--- src/pbc_pkg.sv ---
/*
  Shared constants and carriers for the lower half of the PHY basic mode
  control register: bit positions, reset values, MII pin groups, the
  management access record and the restart state encoding.
  Assumes a single 200 MHz device clock and a parallel management access
  port fed by the serial management frame decoder.
*/
package pbc_pkg;

  // Register map
  localparam logic [4:0]  PBC_ADDR_CONTROL     = 5'h00;
  localparam int          PBC_DATA_W           = 16;

  // Field positions
  localparam int          PBC_BIT_SPEED        = 13;
  localparam int          PBC_BIT_AN_ENABLE    = 12;
  localparam int          PBC_UPPER_LSB        = 11;
  localparam int          PBC_UPPER_W          = 5;
  localparam int          PBC_BIT_ISOLATE      = 10;
  localparam int          PBC_BIT_RESTART      = 9;
  localparam int          PBC_BIT_DUPLEX       = 8;
  localparam int          PBC_BIT_COL_TEST     = 7;
  localparam int          PBC_RSVD_W           = 7;

  // Reset values
  localparam logic        PBC_RST_ISOLATE      = 1'b0;
  localparam logic        PBC_RST_RESTART      = 1'b0;
  localparam logic        PBC_RST_DUPLEX       = 1'b1;
  localparam logic        PBC_RST_COL_TEST     = 1'b0;
  localparam logic [4:0]  PBC_ISOLATE_STRAP    = 5'h00;
  localparam logic [6:0]  PBC_RSVD_READ        = 7'h00;
  localparam logic [15:0] PBC_UNMAPPED_READ    = 16'h0000;

  // Transmit inputs from the MAC
  typedef struct packed {
    logic [3:0] txd;
    logic       tx_en;
    logic       tx_er;
  } pbc_mii_tx_type;

  // Outputs toward the MAC, one bit per pin
  typedef struct packed {
    logic       tx_clk;
    logic       rx_clk;
    logic       rx_dv;
    logic       rx_er;
    logic [3:0] rxd;
    logic       col;
    logic       crs;
  } pbc_mii_rx_type;

  // One management access, wr high for one cycle on a write
  typedef struct packed {
    logic        wr;
    logic [4:0]  addr;
    logic [15:0] wdata;
  } pbc_mgmt_req_type;

  typedef enum logic [1:0] {
    PBC_RS_IDLE  = 2'b00,
    PBC_RS_ISSUE = 2'b01,
    PBC_RS_WAIT  = 2'b10
  } pbc_restart_state_type;

endpackage

--- src/pbc_control.sv ---
// What this block does
// While isolated the device ignores the MII transmit nibble, transmit enable and transmit error.
// While isolated the MII clock, receive, collision and carrier outputs toward the MAC float.
// While isolated the enabled 25 MHz reference clock keeps running and management access still works.
// While isolated the twisted pair output sends idles, serial outputs float, receive inputs are ignored, link is off.
// The isolate bit is read-write and comes up set after reset only when the strapped PHY address is all zero.
// Writing one to restart starts negotiation again, but does nothing while negotiation is disabled.
// The restart bit reads one after being set and clears itself once negotiation has actually begun (here also when negotiation is disabled).
// Writing zero to restart while negotiation is pending leaves the negotiation undisturbed.
// The duplex bit, default one, selects full or half duplex and only counts while negotiation is disabled.
// The duplex bit reads back what was written, never the operating duplex.
// With collision test set, collision is asserted whenever the MAC asserts transmit enable.
// Bits 6 to 0 are reserved read-only, software writes zero and the device returns zero.
// With negotiation disabled the duplex and speed bits fix the link speed and duplex.
// Clearing isolate returns the MII and line paths to normal and re-enables the link without a reset.
/*
  Lower half (bits 10 to 0) of the basic mode control register, with the
  isolate gate and the restart controller it steers.
  Assumes bits 15 to 11 are held by a neighbouring block and arrive on
  ctrl_upper, the negotiation engine reports its result and start, and
  management accesses come from the serial management frame decoder.
*/
`timescale 1ns/1ps
module pbc_control #(
  parameter int                PHY_ADDR_W  = 5,
  parameter int                LINE_W      = 5,
  parameter logic [LINE_W-1:0] IDLE_SYMBOL = '1
) (
  input  wire logic                      ref_clk,
  input  wire logic                      rst_n,
  input  wire logic [PHY_ADDR_W-1:0]     strapped_phy_address,
  input  wire pbc_pkg::pbc_mgmt_req_type mgmt_req,
  input  wire logic [4:0]                ctrl_upper,
  input  wire logic                      an_full_duplex,
  input  wire logic                      an_speed_100,
  input  wire logic                      an_initiated,
  input  wire pbc_pkg::pbc_mii_tx_type   mii_tx_in,
  input  wire pbc_pkg::pbc_mii_rx_type   core_rx,
  input  wire logic [LINE_W-1:0]         core_tp_tx,
  input  wire logic                      core_serial_tx,
  input  wire logic                      twisted_pair_rx_input,
  input  wire logic                      serial_rx_input,
  input  wire logic                      ref_clock_25_core,
  input  wire logic                      ref_clock_25_enable,
  output logic [15:0]                    mgmt_rdata,
  output logic                           an_restart,
  output logic                           link_full_duplex,
  output logic                           link_speed_100,
  output logic                           isolated,
  output pbc_pkg::pbc_mii_tx_type        core_tx,
  output pbc_pkg::pbc_mii_rx_type        mii_rx_out,
  output pbc_pkg::pbc_mii_rx_type        mii_rx_oe,
  output logic [LINE_W-1:0]              twisted_pair_tx_output,
  output logic                           serial_tx_output_a,
  output logic                           serial_tx_output_a_oe,
  output logic                           serial_tx_output_b,
  output logic                           serial_tx_output_b_oe,
  output logic                           core_tp_rx,
  output logic                           core_serial_rx,
  output logic                           link_enable,
  output logic                           ref_clock_25_output,
  output logic                           ref_clock_25_output_oe
);
  import pbc_pkg::*;

  if (PHY_ADDR_W != 5) begin : g_bad_addr
    $error("PHY_ADDR_W must be 5");
  end

  // Control bits of this half
  logic isolate;
  logic duplex;
  logic col_test;
  logic strap_taken;
  logic restart_bit;

  // Decode of one management access
  function automatic logic hits_control(input pbc_mgmt_req_type req);
    hits_control = (req.addr == PBC_ADDR_CONTROL);
  endfunction

  wire ctrl_wr      = mgmt_req.wr && hits_control(mgmt_req);
  wire an_enable    = ctrl_upper[PBC_BIT_AN_ENABLE - PBC_UPPER_LSB];
  wire speed_bit    = ctrl_upper[PBC_BIT_SPEED - PBC_UPPER_LSB];
  wire strap_zero   = (strapped_phy_address == PBC_ISOLATE_STRAP);
  wire wr_restart_1 = ctrl_wr && mgmt_req.wdata[PBC_BIT_RESTART];
  wire wr_restart_0 = ctrl_wr && !mgmt_req.wdata[PBC_BIT_RESTART];

  // Reserved bits are not stored; they read as zero
  wire [15:0] ctrl_view = {ctrl_upper, isolate, restart_bit, duplex, col_test, PBC_RSVD_READ};
  wire [15:0] next_rdata = hits_control(mgmt_req) ? ctrl_view : PBC_UNMAPPED_READ;

  // Operating mode: register bits when negotiation is off, engine result otherwise
  wire next_full_duplex = an_enable ? an_full_duplex : duplex;
  wire next_speed_100   = an_enable ? an_speed_100 : speed_bit;

  // Strap is caught on the first edge after reset release
  always_ff @(posedge ref_clk or negedge rst_n) begin
    if (!rst_n) begin
      strap_taken <= 1'b0;
      isolate     <= PBC_RST_ISOLATE;
    end else if (!strap_taken) begin
      strap_taken <= 1'b1;
      isolate     <= strap_zero;
    end else if (ctrl_wr) begin
      isolate     <= mgmt_req.wdata[PBC_BIT_ISOLATE];
    end
  end

  always_ff @(posedge ref_clk or negedge rst_n) begin
    if (!rst_n) begin
      duplex   <= PBC_RST_DUPLEX;
      col_test <= PBC_RST_COL_TEST;
    end else if (ctrl_wr && strap_taken) begin
      duplex   <= mgmt_req.wdata[PBC_BIT_DUPLEX];
      col_test <= mgmt_req.wdata[PBC_BIT_COL_TEST];
    end
  end

  // Management reads are answered in and out of isolation
  always_ff @(posedge ref_clk or negedge rst_n) begin
    if (!rst_n) begin
      mgmt_rdata       <= PBC_UNMAPPED_READ;
      link_full_duplex <= PBC_RST_DUPLEX;
      link_speed_100   <= 1'b0;
      isolated         <= PBC_RST_ISOLATE;
    end else begin
      mgmt_rdata       <= next_rdata;
      link_full_duplex <= next_full_duplex;
      link_speed_100   <= next_speed_100;
      isolated         <= isolate;
    end
  end

  pbc_restart u_restart (
    .ref_clk      (ref_clk),
    .rst_n        (rst_n),
    .wr_one       (wr_restart_1 && strap_taken),
    .wr_zero      (wr_restart_0),
    .an_enable    (an_enable),
    .an_initiated (an_initiated),
    .restart_bit  (restart_bit),
    .an_restart   (an_restart)
  );

  pbc_mii_gate #(
    .LINE_W      (LINE_W),
    .IDLE_SYMBOL (IDLE_SYMBOL)
  ) u_gate (
    .ref_clk                (ref_clk),
    .rst_n                  (rst_n),
    .isolate                (isolate),
    .col_test               (col_test),
    .mii_tx_in              (mii_tx_in),
    .core_rx                (core_rx),
    .core_tp_tx             (core_tp_tx),
    .core_serial_tx         (core_serial_tx),
    .twisted_pair_rx_input  (twisted_pair_rx_input),
    .serial_rx_input        (serial_rx_input),
    .ref_clock_25_core      (ref_clock_25_core),
    .ref_clock_25_enable    (ref_clock_25_enable),
    .core_tx                (core_tx),
    .mii_rx_out             (mii_rx_out),
    .mii_rx_oe              (mii_rx_oe),
    .twisted_pair_tx_output (twisted_pair_tx_output),
    .serial_tx_output_a     (serial_tx_output_a),
    .serial_tx_output_a_oe  (serial_tx_output_a_oe),
    .serial_tx_output_b     (serial_tx_output_b),
    .serial_tx_output_b_oe  (serial_tx_output_b_oe),
    .core_tp_rx             (core_tp_rx),
    .core_serial_rx         (core_serial_rx),
    .link_enable            (link_enable),
    .ref_clock_25_output    (ref_clock_25_output),
    .ref_clock_25_output_oe (ref_clock_25_output_oe)
  );
endmodule

--- src/pbc_mii_gate.sv ---
/*
  Isolation gate between the PHY core and its pins: MII outputs and
  their enables, MII transmit inputs, line transmit and receive paths,
  link enable, collision test and the 25 MHz reference clock output.
  Assumes the isolate and collision test controls come from flip-flops.
*/
`timescale 1ns/1ps
module pbc_mii_gate #(
  parameter int               LINE_W      = 5,
  parameter logic [LINE_W-1:0] IDLE_SYMBOL = '1
) (
  input  wire logic                  ref_clk,
  input  wire logic                  rst_n,
  input  wire logic                  isolate,
  input  wire logic                  col_test,
  input  wire pbc_pkg::pbc_mii_tx_type mii_tx_in,
  input  wire pbc_pkg::pbc_mii_rx_type core_rx,
  input  wire logic [LINE_W-1:0]     core_tp_tx,
  input  wire logic                  core_serial_tx,
  input  wire logic                  twisted_pair_rx_input,
  input  wire logic                  serial_rx_input,
  input  wire logic                  ref_clock_25_core,
  input  wire logic                  ref_clock_25_enable,
  output pbc_pkg::pbc_mii_tx_type    core_tx,
  output pbc_pkg::pbc_mii_rx_type    mii_rx_out,
  output pbc_pkg::pbc_mii_rx_type    mii_rx_oe,
  output logic [LINE_W-1:0]          twisted_pair_tx_output,
  output logic                       serial_tx_output_a,
  output logic                       serial_tx_output_a_oe,
  output logic                       serial_tx_output_b,
  output logic                       serial_tx_output_b_oe,
  output logic                       core_tp_rx,
  output logic                       core_serial_rx,
  output logic                       link_enable,
  output logic                       ref_clock_25_output,
  output logic                       ref_clock_25_output_oe
);
  import pbc_pkg::*;

  if (LINE_W < 1) begin : g_bad_width
    $error("LINE_W must be at least 1");
  end

  wire                 next_col    = core_rx.col | (col_test & mii_tx_in.tx_en);
  wire pbc_mii_rx_type next_mii_rx = {core_rx.tx_clk, core_rx.rx_clk, core_rx.rx_dv,
                                      core_rx.rx_er, core_rx.rxd, next_col, core_rx.crs};
  wire pbc_mii_tx_type next_core_tx = isolate ? pbc_mii_tx_type'(0) : mii_tx_in;

  always_ff @(posedge ref_clk or negedge rst_n) begin
    if (!rst_n) begin
      core_tx                <= '0;
      mii_rx_out             <= '0;
      mii_rx_oe              <= '0;
      twisted_pair_tx_output <= '1;
      serial_tx_output_a     <= 1'b0;
      serial_tx_output_a_oe  <= 1'b0;
      serial_tx_output_b     <= 1'b0;
      serial_tx_output_b_oe  <= 1'b0;
      core_tp_rx             <= 1'b0;
      core_serial_rx         <= 1'b0;
      link_enable            <= 1'b0;
      ref_clock_25_output    <= 1'b0;
      ref_clock_25_output_oe <= 1'b0;
    end else begin
      core_tx                <= next_core_tx;
      mii_rx_out             <= next_mii_rx;
      mii_rx_oe              <= isolate ? '0 : '1;
      twisted_pair_tx_output <= isolate ? IDLE_SYMBOL : core_tp_tx;
      serial_tx_output_a     <= core_serial_tx;
      serial_tx_output_a_oe  <= !isolate;
      serial_tx_output_b     <= !core_serial_tx;
      serial_tx_output_b_oe  <= !isolate;
      core_tp_rx             <= !isolate && twisted_pair_rx_input;
      core_serial_rx         <= !isolate && serial_rx_input;
      link_enable            <= !isolate;
      ref_clock_25_output    <= ref_clock_25_core && ref_clock_25_enable;
      ref_clock_25_output_oe <= ref_clock_25_enable;
    end
  end
endmodule

--- src/pbc_restart.sv ---
/*
  Self-clearing restart of auto-negotiation: takes a write of one,
  issues a one-cycle restart pulse to the negotiation engine and holds
  the readable bit until the engine reports that it has started or negotiation is disabled.
  Assumes the engine raises an_initiated once per restart it begins.
*/
`timescale 1ns/1ps
module pbc_restart (
  input  wire logic ref_clk,
  input  wire logic rst_n,
  input  wire logic wr_one,
  input  wire logic wr_zero,
  input  wire logic an_enable,
  input  wire logic an_initiated,
  output logic      restart_bit,
  output logic      an_restart
);
  import pbc_pkg::*;

  pbc_restart_state_type state;
  pbc_restart_state_type next_state;

  wire go         = wr_one && an_enable;
  wire from_idle  = (state == PBC_RS_IDLE) && go;
  wire rearm      = (state != PBC_RS_IDLE) && an_initiated && go;

  always_comb begin
    case (state)
      PBC_RS_IDLE:  next_state = go ? PBC_RS_ISSUE : PBC_RS_IDLE;
      PBC_RS_ISSUE: next_state = rearm ? PBC_RS_ISSUE :
                                 (an_initiated ? PBC_RS_IDLE : PBC_RS_WAIT);
      PBC_RS_WAIT: begin
        if (rearm) begin
          next_state = PBC_RS_ISSUE;
        end else if (an_initiated || !an_enable) begin
          next_state = PBC_RS_IDLE;
        end else begin
          next_state = PBC_RS_WAIT;
        end
      end
      default:      next_state = PBC_RS_IDLE;
    endcase
  end

  always_ff @(posedge ref_clk or negedge rst_n) begin
    if (!rst_n) begin
      state       <= PBC_RS_IDLE;
      restart_bit <= PBC_RST_RESTART;
      an_restart  <= 1'b0;
    end else begin
      state       <= next_state;
      restart_bit <= (next_state != PBC_RS_IDLE);
      an_restart  <= from_idle || rearm;
    end
  end
endmodule
--- config.mk ---
export PLATFORM = sky130hd
export DESIGN_NAME = pbc_control
export DESIGN_NICKNAME = d
export VERILOG_FILES = /design/src/pbc_pkg.sv /design/src/pbc_control.sv /design/src/pbc_mii_gate.sv /design/src/pbc_restart.sv
export SDC_FILE = /design/constraint.sdc
export NUM_CORES = 1
export LEC_CHECK = 0
export BUFFER_PORTS_ARGS = -buffer_cell sky130_fd_sc_hd__buf_2
export CORE_MARGIN = 2
export CORE_UTILIZATION = 35
export CTS_CLUSTER_DIAMETER = 50
export DETAILED_ROUTE_END_ITERATION = 8
export PLACE_DENSITY = 0.73
export SYNTH_ARGS = -nofsm -noshare
export SYNTH_HDL_FRONTEND = slang
export SYNTH_SLANG_ARGS = --single-unit
export TNS_END_PERCENT = 20
--- constraint.sdc ---
create_clock -name ref_clk -period 1.1 [get_ports ref_clk]
set_input_delay 0.11 -clock ref_clk [delete_from_list [all_inputs] [get_ports ref_clk]]
set_output_delay 0.11 -clock ref_clk [all_outputs]
set_load 0.02 [all_outputs]
==> out/results.tsv <==
stage	metric	value	unit
clock_tree	CTS tree	yes	
finish	Synth-to-Final Area Change	51.8	%
die	Core Area	0.00472	sq mm
yosys	sequential fraction of the synthesis area	0.702	
die	Die Y	74.2	um
die	Starting Density	0.365	
timing	Setup WS post-layout	0.000333	ns
timing	min cycle time layout	1.10	ns
min_path	min-delay worst type	in -> reg	
routing	drt wl/cell	12.8	um
routing	DR DRC count	0	
yosys	synth warn	0	
yosys	share of flip-flops with an asynchronous set or reset	1.00	
clock_tree	clock root cell	clkbuf_8	
routing	Vias	1280	
grt	vias in the first global route	1183	
critical_path	Startpoint Class	flip-flop	
critical_path	CP required	1.30	ns
yosys	library cells used by synthesis	29	
clock_tree	clk_lat worst skew	0.29	ns
yosys	post-synth top area cell	dfrtp_1	
finish	Final Util	0.554	
routing	first-pass iteration count of the detailed router	4	
grt	pin count of the biggest net entering global routing	29	
routing	routed vias/inst	4.10	
die	Die ar.	0.00550	sq mm
critical_path	max incr delay on CP	0.40	ns
timing	fmax	0.909	GHz
power	overall power	3660	uW
critical_path	R2R Setup Slk	0.0003	ns
yosys	top-area cell type share of the netlist area	0.595	
grt	Total GRT Usage	0.144	
die	Die W	74.2	um
place	Port Buffers	103	
outcome	status	complete, no violations	
yosys	Syn Inst Count	121	
critical_path	Worst setup EP type	flip-flop	
yosys	ys flop type	dfrtp_1	
place	Routability Congestion	0.650	
critical_path	Critical Path Fanout Max	2	
timing	Fin Setup TNS	0	ns
timing	RSZ-0062 raised after global routing	true	
routing	Routed WL	4000	um
critical_path	Crit path max-delay family	simple AND/OR/NAND/NOR gates	
power	Worst VDD drop	693	uV
timing	Final Hold Fails	0	
die	I/O pins	123	
yosys	cell area after synthesis	0.00172	sq mm
clock_tree	Clock transition at path regs	0.09	ns
grt	global-route wire length before repair	5710	um
finish	# nets final	307	
clock_tree	Bufs on Longest Clock Path	2	
finish	layout cell share with drive strength beyond 1	0.563	
timing	worst clock skew	0.00554	ns
yosys	Yosys reg bits	48	
routing	final antenna-violating net count	0	
clock_tree	Sink Count	48	
critical_path	Crit-path slowest cell	or4_1	
timing	final setup vio count	0	
critical_path	crit path kind	reg -> reg	
die	site row count	25	
critical_path	WP buf/inv	0	
clock_tree	number of buffers created by CTS	5	
place	Post-Place Worst Slack	-0.139	ns
timing	max-slew violations	0	
grt	grt total ovfl	0	
routing	DRC marker count from the first detailed-route iteration	51	
critical_path	critical path, cell by cell	or4_1, o32ai_1	
power	Pwr Density	1400	mW/mm^2
finish	number of fill cells	381	
finish	antenna cells	0	
timing	final worst path period share	1.00	
place	DP Cell Count	282	
grt	initial antenna violation count	0	
place	dpl hpwl	2830	um
yosys	number of enable flip-flop cells after synthesis	0	
power	Pleak	0.00139	uW
finish	fin cells	312	
job	max cap viols	0	
clock_tree	H-tree levels	2	
critical_path	CP arrival	1.30	ns
yosys	Area contributors post-synth	dfrtp_1, dfstp_2, buf_4, and3_1, nor2b_1	
yosys	Mapped Avg Cell Area	14.2	sq um
[power breakdown]
part,switching (uW),internal [uW]
Clock,575,684
Sequential,31.7,1860
Combinational,272,236
Total,879,2780
[final cells by class]
type | count | area, sq um | share of cell area
flip-flops and latches | 48 | 1210 | 0.463
well taps | 67 | 83.8 | 0.0321
clock buffers | 5 | 68.8 | 0.0263
clock inverters | 3 | 46.3 | 0.0177
multi-input cells | 52 | 365 | 0.140
inverters | 5 | 18.8 | 0.00718
repair buffers | 132 | 821 | 0.314
[sequential cells by signal (all words and copies together), names as in the netlist, 2 cells and up]
name,count
mgmt_rdata,9
u_gate.core_tx,6
u_gate.mii_rx_out,10
u_gate.twisted_pair_tx_output,5
u_restart.state,2
[worst paths after layout]
path                         startpoint                   end  depth (start not counted)
setup / recovery            strap_taken               isolate                          2
hold / removal             mii_tx_in[1]  u_gate.mii_rx_out[1]                          2
setup reg to reg            strap_taken               isolate                          2
hold reg to reg                 isolate   u_gate.mii_rx_oe[4]                          1
max in group asynchronous         rst_n      link_full_duplex                          3
min in group asynchronous         rst_n     u_gate.core_tx[5]                          2
[Yosys cell counts, types with 2 or more instances]
| cell | number |
|---|---|
| nor2b_1 | 8 |
| and3_1 | 9 |
| nor2_1 | 2 |
| inv_1 | 5 |
| clkbuf_1 | 2 |
| mux2_2 | 3 |
| dfrtp_1 | 41 |
| buf_4 | 19 |
| conb_1 | 2 |
| dfstp_2 | 7 |
| or2_2 | 5 |
[layer usage]
layer  part of all wire  global-route usage
met1               0.37               0.153
met2               0.50               0.259
met3               0.11              0.0501
met4              0.015              0.0606
met5                  0                   0
[layout by cell type (no fill, tap or decap), types with 2 or more instances in the layout]
| cell type | count |
|---|---|
| mux2_2 | 2 |
| buf_6 | 2 |
| buf_2 | 97 |
| dfrtp_1 | 40 |
| nor2_1 | 2 |
| dfstp_2 | 7 |
| buf_4 | 11 |
| and3_1 | 9 |
| conb_1 | 8 |
| clkbuf_8 | 5 |
| inv_1 | 5 |
| or2_2 | 5 |
| nor2b_1 | 8 |
| dlygate4sd3_1 | 21 |
[per-stage QoR]
step	hold WS, ns	area (sq um)
after floorplan	-0.186	1750
after global placement	-0.00106	2250
after detailed placement	0.00238	2250
after CTS	0.0174	2580
after global routing	0.0238	2620
final	0.0236	2620
[kinds of logic (layout without fill, tap and decap cells)]
family | count (synthesis) | in the layout | synth area share
simple gates | 34 | 34 | 0.139
buf+inv | 27 | 145 | 0.101
flops | 48 | 48 | 0.702
compound gates | 5 | 5 | 0.0211
fa+ha+maj | 1 | 1 | 0.00581
other cells | 2 | 8 | 0.00436
mux | 4 | 4 | 0.0261
[what timing repair did]
action / CTS / global route
setup buffers: 0 / 1
hold buffers: 21 / 0
resized for setup: 1 / 9
hold endpoints to repair: 61 / 0
setup endpoints to repair: 15 / 13
pin swaps: 1 / 0
No activity file was read; power rests on OpenSTA's default activity.
